## src/core/scpc_defines.svh

```systemverilog
`ifndef SCPC_DEFINES_SVH
`define SCPC_DEFINES_SVH

// ----------------------------------------
// Register offsets on the internal bus
// ----------------------------------------
`define SCPC_OFS_CLK_CTRL0 16'h0006
`define SCPC_OFS_CLK_CTRL1 16'h0007
`define SCPC_OFS_CLK_CTRL3 16'h0009
`define SCPC_OFS_OSC_DET 16'h000c
`define SCPC_OFS_PSC_RST 16'h0028
`define SCPC_OFS_VDET2 16'h0034

// ----------------------------------------
// Field positions
// ----------------------------------------
`define SCPC_C0_WAIT_PCS 2
`define SCPC_C0_SUB_STOP 3
`define SCPC_C0_PIN_SW 4
`define SCPC_C0_MAIN_STOP 5
`define SCPC_C0_COARSE 6
`define SCPC_C0_MS_SEL 7
`define SCPC_C1_ALL_STOP 0
`define SCPC_C1_MAIN_FB 1
`define SCPC_C1_SUB_FB 2
`define SCPC_C1_LS_STOP 4
`define SCPC_C1_FINE_LO 6
`define SCPC_C1_FINE_HI 7
`define SCPC_C3_WAIT 0
`define SCPC_C3_WEND_ND 5
`define SCPC_C3_EXIT_LO 6
`define SCPC_C3_EXIT_HI 7
`define SCPC_OD_EN 0
`define SCPC_OD_IRQ_EN 1
`define SCPC_OD_SEL 2
`define SCPC_OD_MON 3
`define SCPC_PR_RST 7
`define SCPC_VD_LOWC 0
`define SCPC_VD_VD0 5
`define SCPC_VD_VD1 6

// ----------------------------------------
// Reset values and codes
// ----------------------------------------
`define SCPC_RST_CLK_CTRL0 8'h28
`define SCPC_RST_CLK_CTRL1 8'h28
`define SCPC_RST_CLK_CTRL3 8'h00
`define SCPC_RST_OSC_DET 8'h04
`define SCPC_RST_VDET2 8'h00
`define SCPC_EXIT_MAIN 2'h3

// ----------------------------------------
// Timing
// ----------------------------------------
`define SCPC_CLK_PERIOD_NS 10
`define SCPC_DET_DELAY_NS 100000
`define SCPC_DET_DELAY_CYC ((`SCPC_DET_DELAY_NS + `SCPC_CLK_PERIOD_NS - 1) / `SCPC_CLK_PERIOD_NS)

`endif

```

## src/core/scpc_pkg.sv

```systemverilog
package scpc_pkg;

	typedef enum logic [2:0]
	{
		MODE_RUN = 3'b001,
		MODE_WAIT = 3'b010,
		MODE_STOP = 3'b100
	} scpc_mode_e;

	typedef enum logic [1:0]
	{
		SRC_MAIN = 2'h0,
		SRC_SUB = 2'h1,
		SRC_LOCO = 2'h2
	} scpc_src_e;

	typedef struct packed
	{
		logic [15:0] addr;
		logic [7:0] wdata;
		logic wr;
		logic rd;
	} scpc_sfr_req_s;

	typedef struct packed
	{
		logic main_run;
		logic sub_run;
		logic loco_run;
		logic main_fb_off;
		logic sub_fb_off;
		logic sub_pins;
	} scpc_osc_ctrl_s;

	typedef struct packed
	{
		logic cpu;
		logic [4:0] periph;
	} scpc_clk_en_s;

endpackage : scpc_pkg

```

## src/core/scpc_sync3.sv

```systemverilog
`timescale 1ns/1ps

module scpc_sync3
(
	input wire logic clk,
	input wire logic rst_n,
	input wire logic din,
	output logic dout
);

	logic s1_reg;
	logic s2_reg;
	logic s3_reg;
	logic dout_reg;

	// ----------------------------------------
	// Three stages with agreement filter
	// ----------------------------------------
	// A change is accepted only once the last two stages agree, so a single
	// metastable resolution cannot produce a one-cycle glitch downstream.
	always_ff @(posedge clk or negedge rst_n)
	begin
		if (!rst_n)
		begin
			s1_reg <= 1'b0;
			s2_reg <= 1'b0;
			s3_reg <= 1'b0;
			dout_reg <= 1'b0;
		end
		else
		begin
			s1_reg <= din;
			s2_reg <= s1_reg;
			s3_reg <= s2_reg;
			dout_reg <= (s2_reg == s3_reg) ? s3_reg : dout_reg;
		end
	end

	assign dout = dout_reg;

endmodule : scpc_sync3

```

## src/core/scpc_core.sv

```systemverilog
`timescale 1ns/1ps
`include "scpc_defines.svh"

// Behaviour
// - Main oscillator stop bit halts main crystal at 1, starts it at 0.
// - Sub-clock pin switch can be set to 1 but never cleared by software.
// - Entering stop mode forces the coarse divide bit to 1.
// - CPU clock divide: coarse gives 8, else fine field gives 1, 2, 4, 16.
// - Clock control and detect registers writable only while protect bit 0 is 1.
// - All-clock-stop bit enters stop mode, halts clocks, drops feedback resistors.
// - Low-speed oscillator stop held 0 while on-chip oscillator is system clock.
// - Wait control bit stops CPU clock while oscillators keep running.
// - Wait peripheral stop bit stops divided peripheral clocks in wait mode.
// - Wait ends on reset or interrupt; interrupt exit clears wait bit.
// - Wait entry with no-division bit set clears coarse and fine divide.
// - Exit select 11b clears main stop and system select on mode exit.
// - Clock monitor reports main stop only while detection is enabled.
// - Detected stop with both enables set forces on-chip oscillator selection.
// - Prescaler reset write of 1 clears the prescaler; bit reads 0.
// - Voltage register needs protect bit 3; detector 1 starts after delay.
// - Reset selects undivided on-chip clock with both crystals stopped.
module scpc_core
#(
	parameter int unsigned DET_DELAY_CYC = `SCPC_DET_DELAY_CYC
)
(
	input wire logic clk,
	input wire logic rst_n,
	input wire scpc_pkg::scpc_sfr_req_s sfr_req,
	output logic [7:0] sfr_rdata,
	input wire logic protect_bit_0,
	input wire logic protect_bit_3,
	input wire logic main_osc_halt_raw,
	input wire logic periph_irq,
	output scpc_pkg::scpc_osc_ctrl_s osc_ctrl,
	output scpc_pkg::scpc_src_e sys_clk_src,
	output scpc_pkg::scpc_clk_en_s clk_en,
	output scpc_pkg::scpc_mode_e power_mode,
	output logic osc_stop_irq,
	output logic low_consumption_enable,
	output logic voltage_detect0_enable,
	output logic voltage_detect1_enable,
	output logic voltage_detect1_active
);

	// ----------------------------------------
	// Helpers
	// ----------------------------------------
	function automatic logic [4:0] scpc_div_mask(input logic coarse, input logic [1:0] fine);
		logic [4:0] m;
		unique case (fine)
			2'h0: m = 5'h00;
			2'h1: m = 5'h01;
			2'h2: m = 5'h03;
			2'h3: m = 5'h0f;
		endcase
		return coarse ? 5'h07 : m;
	endfunction : scpc_div_mask

	function automatic logic scpc_tick(input logic [4:0] cnt, input logic [4:0] mask);
		return (cnt & mask) == 5'h00;
	endfunction : scpc_tick

	localparam logic [4:0] PERIPH_MASK [5] = '{5'h00, 5'h01, 5'h03, 5'h07, 5'h1f};
	logic [7:0] ctrl0_reg;
	logic [7:0] ctrl0_next;
	logic [7:0] ctrl1_reg;
	logic [7:0] ctrl1_next;
	logic [7:0] ctrl3_reg;
	logic [7:0] ctrl3_next;
	logic [7:0] osd_reg;
	logic [7:0] osd_next;
	logic [7:0] vdet_reg;
	logic [7:0] vdet_next;
	logic [4:0] presc_reg;
	logic [4:0] presc_next;
	logic [15:0] vd_cnt_reg;
	logic [15:0] vd_cnt_next;
	logic [7:0] rdata_reg;
	scpc_pkg::scpc_mode_e mode_reg;
	scpc_pkg::scpc_mode_e mode_next;
	logic halt_sync;

	scpc_sync3 u_halt_sync
	(
		.clk(clk),
		.rst_n(rst_n),
		.din(main_osc_halt_raw),
		.dout(halt_sync)
	);

	// ----------------------------------------
	// Decode
	// ----------------------------------------
	wire [7:0] wd = sfr_req.wdata;
	wire hit_c0 = sfr_req.addr == `SCPC_OFS_CLK_CTRL0;
	wire hit_c1 = sfr_req.addr == `SCPC_OFS_CLK_CTRL1;
	wire hit_c3 = sfr_req.addr == `SCPC_OFS_CLK_CTRL3;
	wire hit_od = sfr_req.addr == `SCPC_OFS_OSC_DET;
	wire hit_pr = sfr_req.addr == `SCPC_OFS_PSC_RST;
	wire hit_vd = sfr_req.addr == `SCPC_OFS_VDET2;
	wire wr_c0 = sfr_req.wr && hit_c0 && protect_bit_0;
	wire wr_c1 = sfr_req.wr && hit_c1 && protect_bit_0;
	wire wr_c3 = sfr_req.wr && hit_c3 && protect_bit_0;
	wire wr_od = sfr_req.wr && hit_od && protect_bit_0;
	wire wr_vd = sfr_req.wr && hit_vd && protect_bit_3;
	wire psc_clear = sfr_req.wr && hit_pr && wd[`SCPC_PR_RST];
	wire in_run = mode_reg == scpc_pkg::MODE_RUN;
	wire in_wait = mode_reg == scpc_pkg::MODE_WAIT;
	wire in_stop = mode_reg == scpc_pkg::MODE_STOP;
	wire enter_stop = in_run && wr_c1 && wd[`SCPC_C1_ALL_STOP];
	wire enter_wait = in_run && !enter_stop && wr_c3 && wd[`SCPC_C3_WAIT];
	wire exit_any = !in_run && periph_irq;
	wire exit_main = ctrl3_reg[`SCPC_C3_EXIT_HI:`SCPC_C3_EXIT_LO] == `SCPC_EXIT_MAIN;
	// monitor valid only with detection enabled
	wire monitor = osd_reg[`SCPC_OD_EN] && halt_sync;
	wire det_both = osd_reg[`SCPC_OD_IRQ_EN] && osd_reg[`SCPC_OD_EN];

	// ----------------------------------------
	// Power mode
	// ----------------------------------------
	always_comb
	begin
		mode_next = mode_reg;
		unique case (mode_reg)
			scpc_pkg::MODE_RUN:
				if (enter_stop || enter_wait)
					mode_next = enter_stop ? scpc_pkg::MODE_STOP : scpc_pkg::MODE_WAIT;
			scpc_pkg::MODE_WAIT, scpc_pkg::MODE_STOP:
				if (periph_irq)
					mode_next = scpc_pkg::MODE_RUN;
		endcase
	end

	// ----------------------------------------
	// Register next values
	// ----------------------------------------
	always_comb
	begin
		ctrl0_next = ctrl0_reg;
		if (wr_c0)
		begin
			ctrl0_next = {wd[7:2], 2'b00};
			ctrl0_next[`SCPC_C0_PIN_SW] = ctrl0_reg[`SCPC_C0_PIN_SW] | wd[`SCPC_C0_PIN_SW];
		end
		if (enter_stop)
			ctrl0_next[`SCPC_C0_COARSE] = 1'b1;
		if (enter_wait && wd[`SCPC_C3_WEND_ND])
			ctrl0_next[`SCPC_C0_COARSE] = 1'b0;
		if (exit_any && exit_main)
			ctrl0_next[`SCPC_C0_MAIN_STOP] = 1'b0;
	end

	always_comb
	begin
		osd_next = osd_reg;
		// clearing the select is refused while stopped
		if (wr_od)
			osd_next = {5'h00, wd[`SCPC_OD_SEL] | monitor, wd[1:0]};
		// return to main crystal on exit
		if (exit_any && exit_main)
			osd_next[`SCPC_OD_SEL] = 1'b0;
		// automatic fallback wins over any clear
		if (monitor && det_both)
			osd_next[`SCPC_OD_SEL] = 1'b1;
	end

	always_comb
	begin
		ctrl1_next = ctrl1_reg;
		if (wr_c1)
			ctrl1_next = {wd[7:1], 1'b0};
		if (enter_wait && wd[`SCPC_C3_WEND_ND])
			ctrl1_next[`SCPC_C1_FINE_HI:`SCPC_C1_FINE_LO] = 2'h0;
		if (osd_next[`SCPC_OD_SEL])
			ctrl1_next[`SCPC_C1_LS_STOP] = 1'b0;
	end

	always_comb
	begin
		ctrl3_next = ctrl3_reg;
		if (wr_c3)
			ctrl3_next = {wd[7:5], 5'h00};
		vdet_next = vdet_reg;
		if (wr_vd)
			vdet_next = {1'b0, wd[6:5], 4'h0, wd[0]};
	end

	// prescaler runs unless cleared or stopped
	assign presc_next = psc_clear ? 5'h00 : (in_stop ? presc_reg : presc_reg + 5'h01);

	// detector 1 enable delay from its rising edge
	assign vd_cnt_next = !vdet_reg[`SCPC_VD_VD1] ? 16'h0000 :
		((vd_cnt_reg == 16'(DET_DELAY_CYC)) ? vd_cnt_reg : vd_cnt_reg + 16'h0001);

	// ----------------------------------------
	// Read-back
	// ----------------------------------------
	// Mode bits read from the mode machine so they can never disagree with it.
	wire [7:0] rd_c1 = {ctrl1_reg[7:1], in_stop};
	wire [7:0] rd_c3 = {ctrl3_reg[7:5], 4'h0, in_wait};
	wire [7:0] rd_od = {4'h0, monitor, osd_reg[2:0]};
	wire [7:0] rd_mux = hit_c0 ? ctrl0_reg :
		hit_c1 ? rd_c1 :
		hit_c3 ? rd_c3 :
		hit_od ? rd_od :
		hit_vd ? vdet_reg : 8'h00;
	assign sfr_rdata = rdata_reg;

	// ----------------------------------------
	// State
	// ----------------------------------------
	// reset values select undivided on-chip clock, crystals stopped
	always_ff @(posedge clk or negedge rst_n)
	begin
		if (!rst_n)
		begin
			ctrl0_reg <= `SCPC_RST_CLK_CTRL0;
			ctrl1_reg <= `SCPC_RST_CLK_CTRL1;
			ctrl3_reg <= `SCPC_RST_CLK_CTRL3;
			osd_reg <= `SCPC_RST_OSC_DET;
			vdet_reg <= `SCPC_RST_VDET2;
			mode_reg <= scpc_pkg::MODE_RUN;
		end
		else
		begin
			ctrl0_reg <= ctrl0_next;
			ctrl1_reg <= ctrl1_next;
			ctrl3_reg <= ctrl3_next;
			osd_reg <= osd_next;
			vdet_reg <= vdet_next;
			mode_reg <= mode_next;
		end
	end

	always_ff @(posedge clk or negedge rst_n)
	begin
		if (!rst_n)
		begin
			presc_reg <= 5'h00;
			vd_cnt_reg <= 16'h0000;
			rdata_reg <= 8'h00;
		end
		else
		begin
			presc_reg <= presc_next;
			vd_cnt_reg <= vd_cnt_next;
			rdata_reg <= sfr_req.rd ? rd_mux : 8'h00;
		end
	end

	// ----------------------------------------
	// Clock and oscillator outputs
	// ----------------------------------------
	wire [4:0] cpu_mask = scpc_div_mask(ctrl0_reg[`SCPC_C0_COARSE], ctrl1_reg[`SCPC_C1_FINE_HI:`SCPC_C1_FINE_LO]);
	// peripheral clocks gated in wait when asked
	wire periph_gate = in_stop || (in_wait && ctrl0_reg[`SCPC_C0_WAIT_PCS]);

	// CPU clock tick from the divided prescaler
	assign clk_en.cpu = in_run && scpc_tick(presc_reg, cpu_mask);

	genvar gi;
	generate
		for (gi = 0; gi < 5; gi++)
		begin : g_periph
			assign clk_en.periph[gi] = !periph_gate && scpc_tick(presc_reg, PERIPH_MASK[gi]);
		end
	endgenerate

	// stop mode kills oscillators and feedback resistors
	assign osc_ctrl.main_run = !ctrl0_reg[`SCPC_C0_MAIN_STOP] && !in_stop;
	assign osc_ctrl.sub_run = ctrl0_reg[`SCPC_C0_PIN_SW] && !ctrl0_reg[`SCPC_C0_SUB_STOP] && !in_stop;
	assign osc_ctrl.loco_run = !ctrl1_reg[`SCPC_C1_LS_STOP] && !in_stop;
	assign osc_ctrl.main_fb_off = ctrl1_reg[`SCPC_C1_MAIN_FB] || in_stop;
	assign osc_ctrl.sub_fb_off = ctrl1_reg[`SCPC_C1_SUB_FB] || in_stop;
	assign osc_ctrl.sub_pins = ctrl0_reg[`SCPC_C0_PIN_SW];

	// sub-clock chosen only by software select
	assign sys_clk_src = osd_reg[`SCPC_OD_SEL] ? scpc_pkg::SRC_LOCO :
		(ctrl0_reg[`SCPC_C0_MS_SEL] ? scpc_pkg::SRC_SUB : scpc_pkg::SRC_MAIN);
	assign power_mode = mode_reg;
	assign osc_stop_irq = monitor && osd_reg[`SCPC_OD_IRQ_EN];
	assign low_consumption_enable = vdet_reg[`SCPC_VD_LOWC];
	assign voltage_detect0_enable = vdet_reg[`SCPC_VD_VD0];
	assign voltage_detect1_enable = vdet_reg[`SCPC_VD_VD1];
	assign voltage_detect1_active = vdet_reg[`SCPC_VD_VD1] && (vd_cnt_reg == 16'(DET_DELAY_CYC));

	// ----------------------------------------
	// Checks
	// ----------------------------------------
	// main stop follows write
	main_stop_a: assert property (@(posedge clk) disable iff (!rst_n)
		wr_c0 && !(exit_any && exit_main) |=> ctrl0_reg[`SCPC_C0_MAIN_STOP] == $past(wd[`SCPC_C0_MAIN_STOP]))
		else $error("main stop bit did not follow write");
	pin_sticky_a: assert property (@(posedge clk) disable iff (!rst_n)
		!$fell(ctrl0_reg[`SCPC_C0_PIN_SW])) else $error("pin switch cleared");
	stop_coarse_a: assert property (@(posedge clk) disable iff (!rst_n)
		enter_stop |=> ctrl0_reg[`SCPC_C0_COARSE] && in_stop) else $error("coarse divide not forced on stop");
	div8_a: assert property (@(posedge clk) disable iff (!rst_n)
		clk_en.cpu && ctrl0_reg[`SCPC_C0_COARSE] |-> presc_reg[2:0] == 3'h0)
		else $error("coarse divide tick misaligned");
	protect_a: assert property (@(posedge clk) disable iff (!rst_n)
		sfr_req.wr && hit_c1 && !protect_bit_0 && in_run |=> in_run && $stable(ctrl1_reg[7:6]))
		else $error("protected register changed");
	stop_osc_a: assert property (@(posedge clk) disable iff (!rst_n)
		in_stop |-> !osc_ctrl.main_run && !osc_ctrl.loco_run && osc_ctrl.main_fb_off && !clk_en.cpu)
		else $error("clock running in stop mode");
	loco_hold_a: assert property (@(posedge clk) disable iff (!rst_n)
		osd_reg[`SCPC_OD_SEL] |-> !ctrl1_reg[`SCPC_C1_LS_STOP])
		else $error("low-speed oscillator stopped while selected");
	wait_periph_a: assert property (@(posedge clk) disable iff (!rst_n)
		in_wait && ctrl0_reg[`SCPC_C0_WAIT_PCS] |-> clk_en.periph == 5'h00)
		else $error("peripheral clock ran in wait");
	wait_exit_a: assert property (@(posedge clk) disable iff (!rst_n)
		in_wait && periph_irq |=> in_run && !rd_c3[`SCPC_C3_WAIT]) else $error("wait not left on interrupt");
	wait_nodiv_a: assert property (@(posedge clk) disable iff (!rst_n)
		enter_wait && wd[`SCPC_C3_WEND_ND] |=> cpu_mask == 5'h00) else $error("divider not cleared on wait entry");
	exit_main_a: assert property (@(posedge clk) disable iff (!rst_n)
		exit_any && exit_main |=> !ctrl0_reg[`SCPC_C0_MAIN_STOP]) else $error("main crystal not restarted on exit");
	auto_sel_a: assert property (@(posedge clk) disable iff (!rst_n)
		monitor && det_both |=> osd_reg[`SCPC_OD_SEL] && sys_clk_src == scpc_pkg::SRC_LOCO)
		else $error("no fallback to on-chip oscillator");
	// prescaler cleared, then steps to one unless stopped or cleared again
	psc_clear_a: assert property (@(posedge clk) disable iff (!rst_n)
		psc_clear |=> presc_reg == 5'h00 ##1 presc_reg == 5'h01 || in_stop || psc_clear)
		else $error("prescaler not initialised");
	vd_delay_a: assert property (@(posedge clk) disable iff (!rst_n)
		$rose(vdet_reg[`SCPC_VD_VD1]) |-> !voltage_detect1_active) else $error("detector 1 active without delay");
	irq_a: assert property (@(posedge clk) disable iff (!rst_n)
		osc_stop_irq |-> osd_reg[`SCPC_OD_EN] && osd_reg[`SCPC_OD_IRQ_EN] && halt_sync)
		else $error("spurious oscillation stop request");

	wait_entry_c: cover property (@(posedge clk) disable iff (!rst_n) enter_wait ##[1:20] in_run);
	stop_entry_c: cover property (@(posedge clk) disable iff (!rst_n) enter_stop ##[1:20] in_run);
	fallback_c: cover property (@(posedge clk) disable iff (!rst_n) $rose(osd_reg[`SCPC_OD_SEL]) && monitor);

endmodule : scpc_core

```

## config.mk

```make
export PLATFORM = sky130hd
export DESIGN_NAME = scpc_core
export DESIGN_NICKNAME = d
export VERILOG_FILES = /design/src/core/scpc_pkg.sv /design/src/core/scpc_sync3.sv /design/src/core/scpc_core.sv
export VERILOG_INCLUDE_DIRS = /design/src /design/src/core
export SDC_FILE = /design/constraint.sdc
export NUM_CORES = 1
export LEC_CHECK = 0
export BUFFER_PORTS_ARGS = -buffer_cell sky130_fd_sc_hd__buf_2
export CAP_MARGIN = 20
export CORE_MARGIN = 2
export CORE_UTILIZATION = 59
export CTS_CLUSTER_SIZE = 40
export DETAILED_ROUTE_END_ITERATION = 10
export PLACE_DENSITY = 0.84
export SYNTH_ARGS = -nofsm -noshare
export SYNTH_HDL_FRONTEND = slang
export SYNTH_SLANG_ARGS = --single-unit
export TNS_END_PERCENT = 10
```

## constraint.sdc

```tcl
create_clock -name clk -period 3.5 [get_ports clk]
set_input_delay 0.175 -clock clk [delete_from_list [all_inputs] [get_ports clk]]
set_output_delay 0.175 -clock clk [all_outputs]
set_load 0.01 [all_outputs]
```

Word-level counts from Yosys, hierarchy flattened
Cells that the tools add are included.
{"block": "totals", "regBits": 58, "input_bits": 32, "word_cells": 128}
{"block": "op_classes", "addsub": 2, "n_eq_ne": 19, "muxes": 28, "bitwise": 3, "reduce_logical": 58}
{"operator": "8-bit 2-to-1 mux", "n": 5}
{"operator": "1-bit logical AND", "n": 35}
{"operator": "16-bit by 3-bit == test with 1-bit output (second input constant)", "n": 2}
{"operator": "16-bit by 4-bit == test with 1-bit output (second input constant)", "n": 2}
{"operator": "16-bit by 6-bit == test with 1-bit output (second input constant)", "n": 2}
{"operator": "16-bit 2-to-1 mux", "n": 2}
{"operator": "5-bit zero test", "n": 5}
{"operator": "7-bit 2-to-1 mux", "n": 3}
{"operator": "5-bit one-hot mux with 4 select lines", "n": 1}
{"operator": "16-bit by 1-bit adder with 16-bit output (second input constant)", "n": 1}
{"operator": "16-bit by 14-bit == test with 1-bit output (second input constant)", "n": 1}
{"operator": "5-bit 2-to-1 mux", "n": 3}
{"operator": "3-bit 2-to-1 mux", "n": 4}
{"operator": "1-bit zero test", "n": 7}
{"operator": "1-bit 2-to-1 mux", "n": 7}
{"operator": "2-bit == test (second input constant)", "n": 3}
{"operator": "2-bit inequality test (second input constant)", "n": 3}
{"operator": "3-bit one-hot mux with 2 select lines", "n": 1}
{"operator": "2-bit nonzero test", "n": 3}
{"operator": "5-bit by 1-bit adder with 5-bit output (second input constant)", "n": 1}
{"operator": "5-bit AND", "n": 1}
{"operator": "1-bit logical OR", "n": 4}
{"operator": "2-bit 2-to-1 mux", "n": 2}
{"operator": "3-bit by 1-bit == test with 1-bit output (second input constant)", "n": 1}
{"operator": "10 further kinds", "n": 11}

Logic depth before layout (Yosys ltp)
{"block": "logic_depth", "depth_word": 12, "ltp_mapped": 7}

Cells and area by module
A second synthesis with hierarchy kept.
{"block": "unflattened", "cells_unflattened": 287, "area_unflattened_um2": 2955.3}
{"module": "scpc_core", "n_inst": 1, "cells_per_inst": 282, "area_per_inst_um2": 2844.0, "seq_area_each_um2": 1358.8}
{"module": "scpc_sync3", "n_inst": 1, "cells_per_inst": 5, "area_per_inst_um2": 111.4, "seq_area_each_um2": 100.1}

Worst setup path before layout
No wires, ideal clock.
{"block": "synth_timing", "path_kind": "input to register", "from": "input port sfr_req[17] (netlist bit)", "to": "register ctrl0_reg[7]", "arrival_ns": 1.489, "setup_slack_ns": 1.883, "path_stages": 4, "n_path_buf": 0, "cell_sequence": "nor4_4 -> nand4_4 -> nor4_4 -> mux2_1"}
{"block": "synth_via", "elab_chain_cells": 3}
{"element": "from (decl)", "line": "scpc_core.sv:29", "text": "input wire scpc_pkg::scpc_sfr_req_s sfr_req,"}
{"element": "16-bit by 3-bit == test with 1-bit output (no line)"}
{"element": "1-bit logical AND (2 in a row)", "line": "scpc_core.sv:102", "text": "wire wr_c0 = sfr_req.wr && hit_c0 && protect_bit_0;"}
{"element": "to (signal assigned)", "line": "scpc_core.sv:218", "text": "ctrl0_reg <= `SCPC_RST_CLK_CTRL0;"}
{"element": "to (signal assigned)", "line": "scpc_core.sv:227", "text": "ctrl0_reg <= ctrl0_next;"}
{"element": "to (decl)", "line": "scpc_core.sv:65", "text": "logic [7:0] ctrl0_reg;"}
No other way between the ends.
A chain may end at the register's enable or synchronous reset.

Worst setup path after layout
{"block": "layout_timing", "from": "register vd_cnt_reg[0]", "to": "output port voltage_detect1_active"}
{"block": "layout_via", "elab_chain_cells": 2}
{"element": "from (decl)", "line": "scpc_core.sv:77", "text": "logic [15:0] vd_cnt_reg;"}
{"element": "from (signal assigned)", "line": "scpc_core.sv:247", "text": "vd_cnt_reg <= vd_cnt_next;"}
{"element": "16-bit by 14-bit == test with 1-bit output", "line": "scpc_core.sv:286", "text": "assign voltage_detect1_active = vdet_reg[`SCPC_VD_VD1] && (vd_cnt_reg == 16'(DET_DELAY_CYC));"}
{"element": "1-bit logical AND", "line": "scpc_core.sv:286"}
{"element": "to (decl)", "line": "scpc_core.sv:43", "text": "output logic voltage_detect1_active"}
No other way between the ends.

==> run metrics <==
setup total negative slack 0 ns; Synth Warn # 0; Num CTS Buffers 9; boundary pin count 62; Clk Latency, worst-skew pair 0.34 ns; Syn Inst Count 294; H-Tree Depth 3; Clock Root Buffer clkbuf_8; final hold violations 0; max reg flops 16; most crowded layer after global routing met2; Die Area 5573 um^2; slew margin rel. 0.4406; Pre-antenna DRT Iters 4; die width 74.66 um; vias in the first global route 2,366; Post-Synth Adder-Cell Area 0.02039; post-synthesis register bit count 58; setup violators final 0; Synth Area in Compound Gates 0.07179; status complete, no violations; syn_area_per_cell 10.02 um^2; count leader, synth dfrtp_1; Synth top area share 0.4418; diodes inserted 0; setup ws final 1.426 ns; r2r setup slk 1.75 ns; via/cell ratio 5.679; area grow syn2layout 21.28%; drt wl/cell 16.00 um; Fmax achieved 482.2 MHz; Final HPWL DP 5037 um; initial DRC count 155; Die Y 74.66 um; postcts setup bufs 0; RSZ-0062 raised after global routing no; worst hold path type in2reg; Yosys top cell by area dfrtp_1; grt ovf 0; initial core utilization 0.6195; total chip power 1.706 mW; gpl congestion 0.9052; main combinational cell family by area after synthesis simple AND/OR/NAND/NOR gates; fin util 0.7513; pwr dens 477.7 nW/um^2; pre-CTS setup slack 1.582 ns; initial antenna violation count 0; Final period util 0.5925; critical path class reg2out; met1 Use GR 0.3453; register area share after synthesis 0.4953; routed wire length 6929 um; synth unique cells 50; Synth Cell Area 2945 um^2; Synth top cells by count 52 x dfrtp_1, 43 x nor2_1, 38 x nand2_1; clock slew at reported path FFs 0.08 ns; clock buffer depth 2; ys flop type dfrtp_1; DP Area 3303 um^2; worst clock skew 0.01161 ns; TritonCTS clock tree built; actual slew at the worst max-slew pin 0.8278 ns; # rows 25; share of flip-flops with an asynchronous set or reset 1.000; # resized after CTS 0; worst hold slack 0.04498 ns; GRT Overall Usage 0.2684; largest net degree at the start of global routing 38; Post-synth EDFFs 0; layout cells sized above 1 0.2732; nets 397; Synth area leaders dfrtp_1 44%, nor2_1 5.5%, dfstp_2 5.4%; Critical Path Fanout Max 5; Sink Count 58; PortBufs 61; Core ar. 4755 um^2; post-placement cell count 415; leakage 1.703 nW; Critical Path RT 3.32 ns; Synth Area in XOR/XNOR 0.05353; drt drc 0; routing usage on met3 0.06158; global-route wire length before repair 11,090 um; Finished Layout Cells 433; CP endpoint kind output pin; Startpoint Class flop; simple logic cell fraction of the synthesized area 0.2655; fin crit period 2.074 ns; worst vdd ir 0.3016 mV; Via Count 2,459; mux cell area share after synthesis 0.06627; cell area after layout 3572 um^2; Slew Viols, Final 0; Arrival @ worst endpoint 1.90 ns; Max-Cap Viols 0; Routed Antenna Nets 0; syn_nets 330; met2 Track Usage GR 0.4562
[path summary, 6_finish.rpt]
| kind | from | endpoint | cells after the start |
|---|---|---|---|
| worst max-delay path | vd_cnt_reg[0] | voltage_detect1_active | 6 |
| worst min-delay path | sfr_req[5] | ctrl1_reg[3] | 3 |
| worst max register to register | vd_cnt_reg[0] | vd_cnt_reg[2] | 7 |
| worst min register to register | u_halt_sync.s1_reg | u_halt_sync.s2_reg | 0 |
| max in group asynchronous | rst_n | ctrl1_reg[3] | 3 |
| min in group asynchronous | rst_n | presc_reg[0] | 2 |
[placed cells by master (no fill, tap or decap), types with 3 or more instances in the layout]
cell type  synthesis  final
xnor2_1            7      7
mux2_2            10     10
nand2b_1           6      6
inv_1             10     10
buf_2              1     61
nor3b_1            3      3
dfrtp_1           52     52
nor4bb_1           3      3
ha_1               4      4
nand2_1           38     38
clkinv_4           0      3
nand4_1            8      8
nor2b_1            3      3
o21ai_0            4      4
nor4_4             3      3
and2_1             5      5
xor2_1            11     11
dfstp_2            6      6
clkbuf_8           0      9
mux2i_1            6      6
and3_1             7      7
a21oi_1           12     12
o2bb2ai_1          3      3
nand3_1            8      8
bufinv_16          0      3
nor4_1             3      3
nor2_1            43     43
[area by class of cell]
cell class / instances / area (um^2)
timing repair buffer: 64 / 332.8
clock inverter: 7 / 125.1
clock buffer: 9 / 123.9
multi-input combinational: 217 / 1406
sequential: 58 / 1459
fill: 348 / 1182
inverter: 11 / 41.29
tap: 67 / 83.83
[critical path, stage by stage, from the launching register on]
cell,delay (ns)
dfrtp_1,0.44
inv_1,0.10
ha_1,0.15
nor4bb_1,0.31
nand4_1,0.28
nor2_1,0.14
buf_2,0.15
[logic make-up after synthesis]
kind of cell             count (synthesis)
flip-flops                              58
XOR/XNOR                                18
adder cells (fa/ha/maj)                  5
multiplexers                            18
AO/OA/AOI/OAI                           32
AND/OR/NAND/NOR                        144
buffers and inverters                   19
[power breakdown]
group / internal, mW / switching (mW)
clock network: 0.479 / 0.288
logic: 0.0900 / 0.137
registers: 0.696 / 0.0177
total: 1.26 / 0.442
[what timing repair did]
action,in CTS,in global routing
hold buffers,2,0
setup endpoints to repair,0,0
endpoints found under the hold margin,19,0
[routing by layer]
| layer | wire [um] | share of wire |
|---|---|---|
| met1 | 2945 | 0.43 |
| met2 | 3475 | 0.50 |
| met3 | 456 | 0.066 |
| met4 | 52 | 0.0075 |
| met5 | 0 | 0 |
Power figures use the tool's default switching activity.
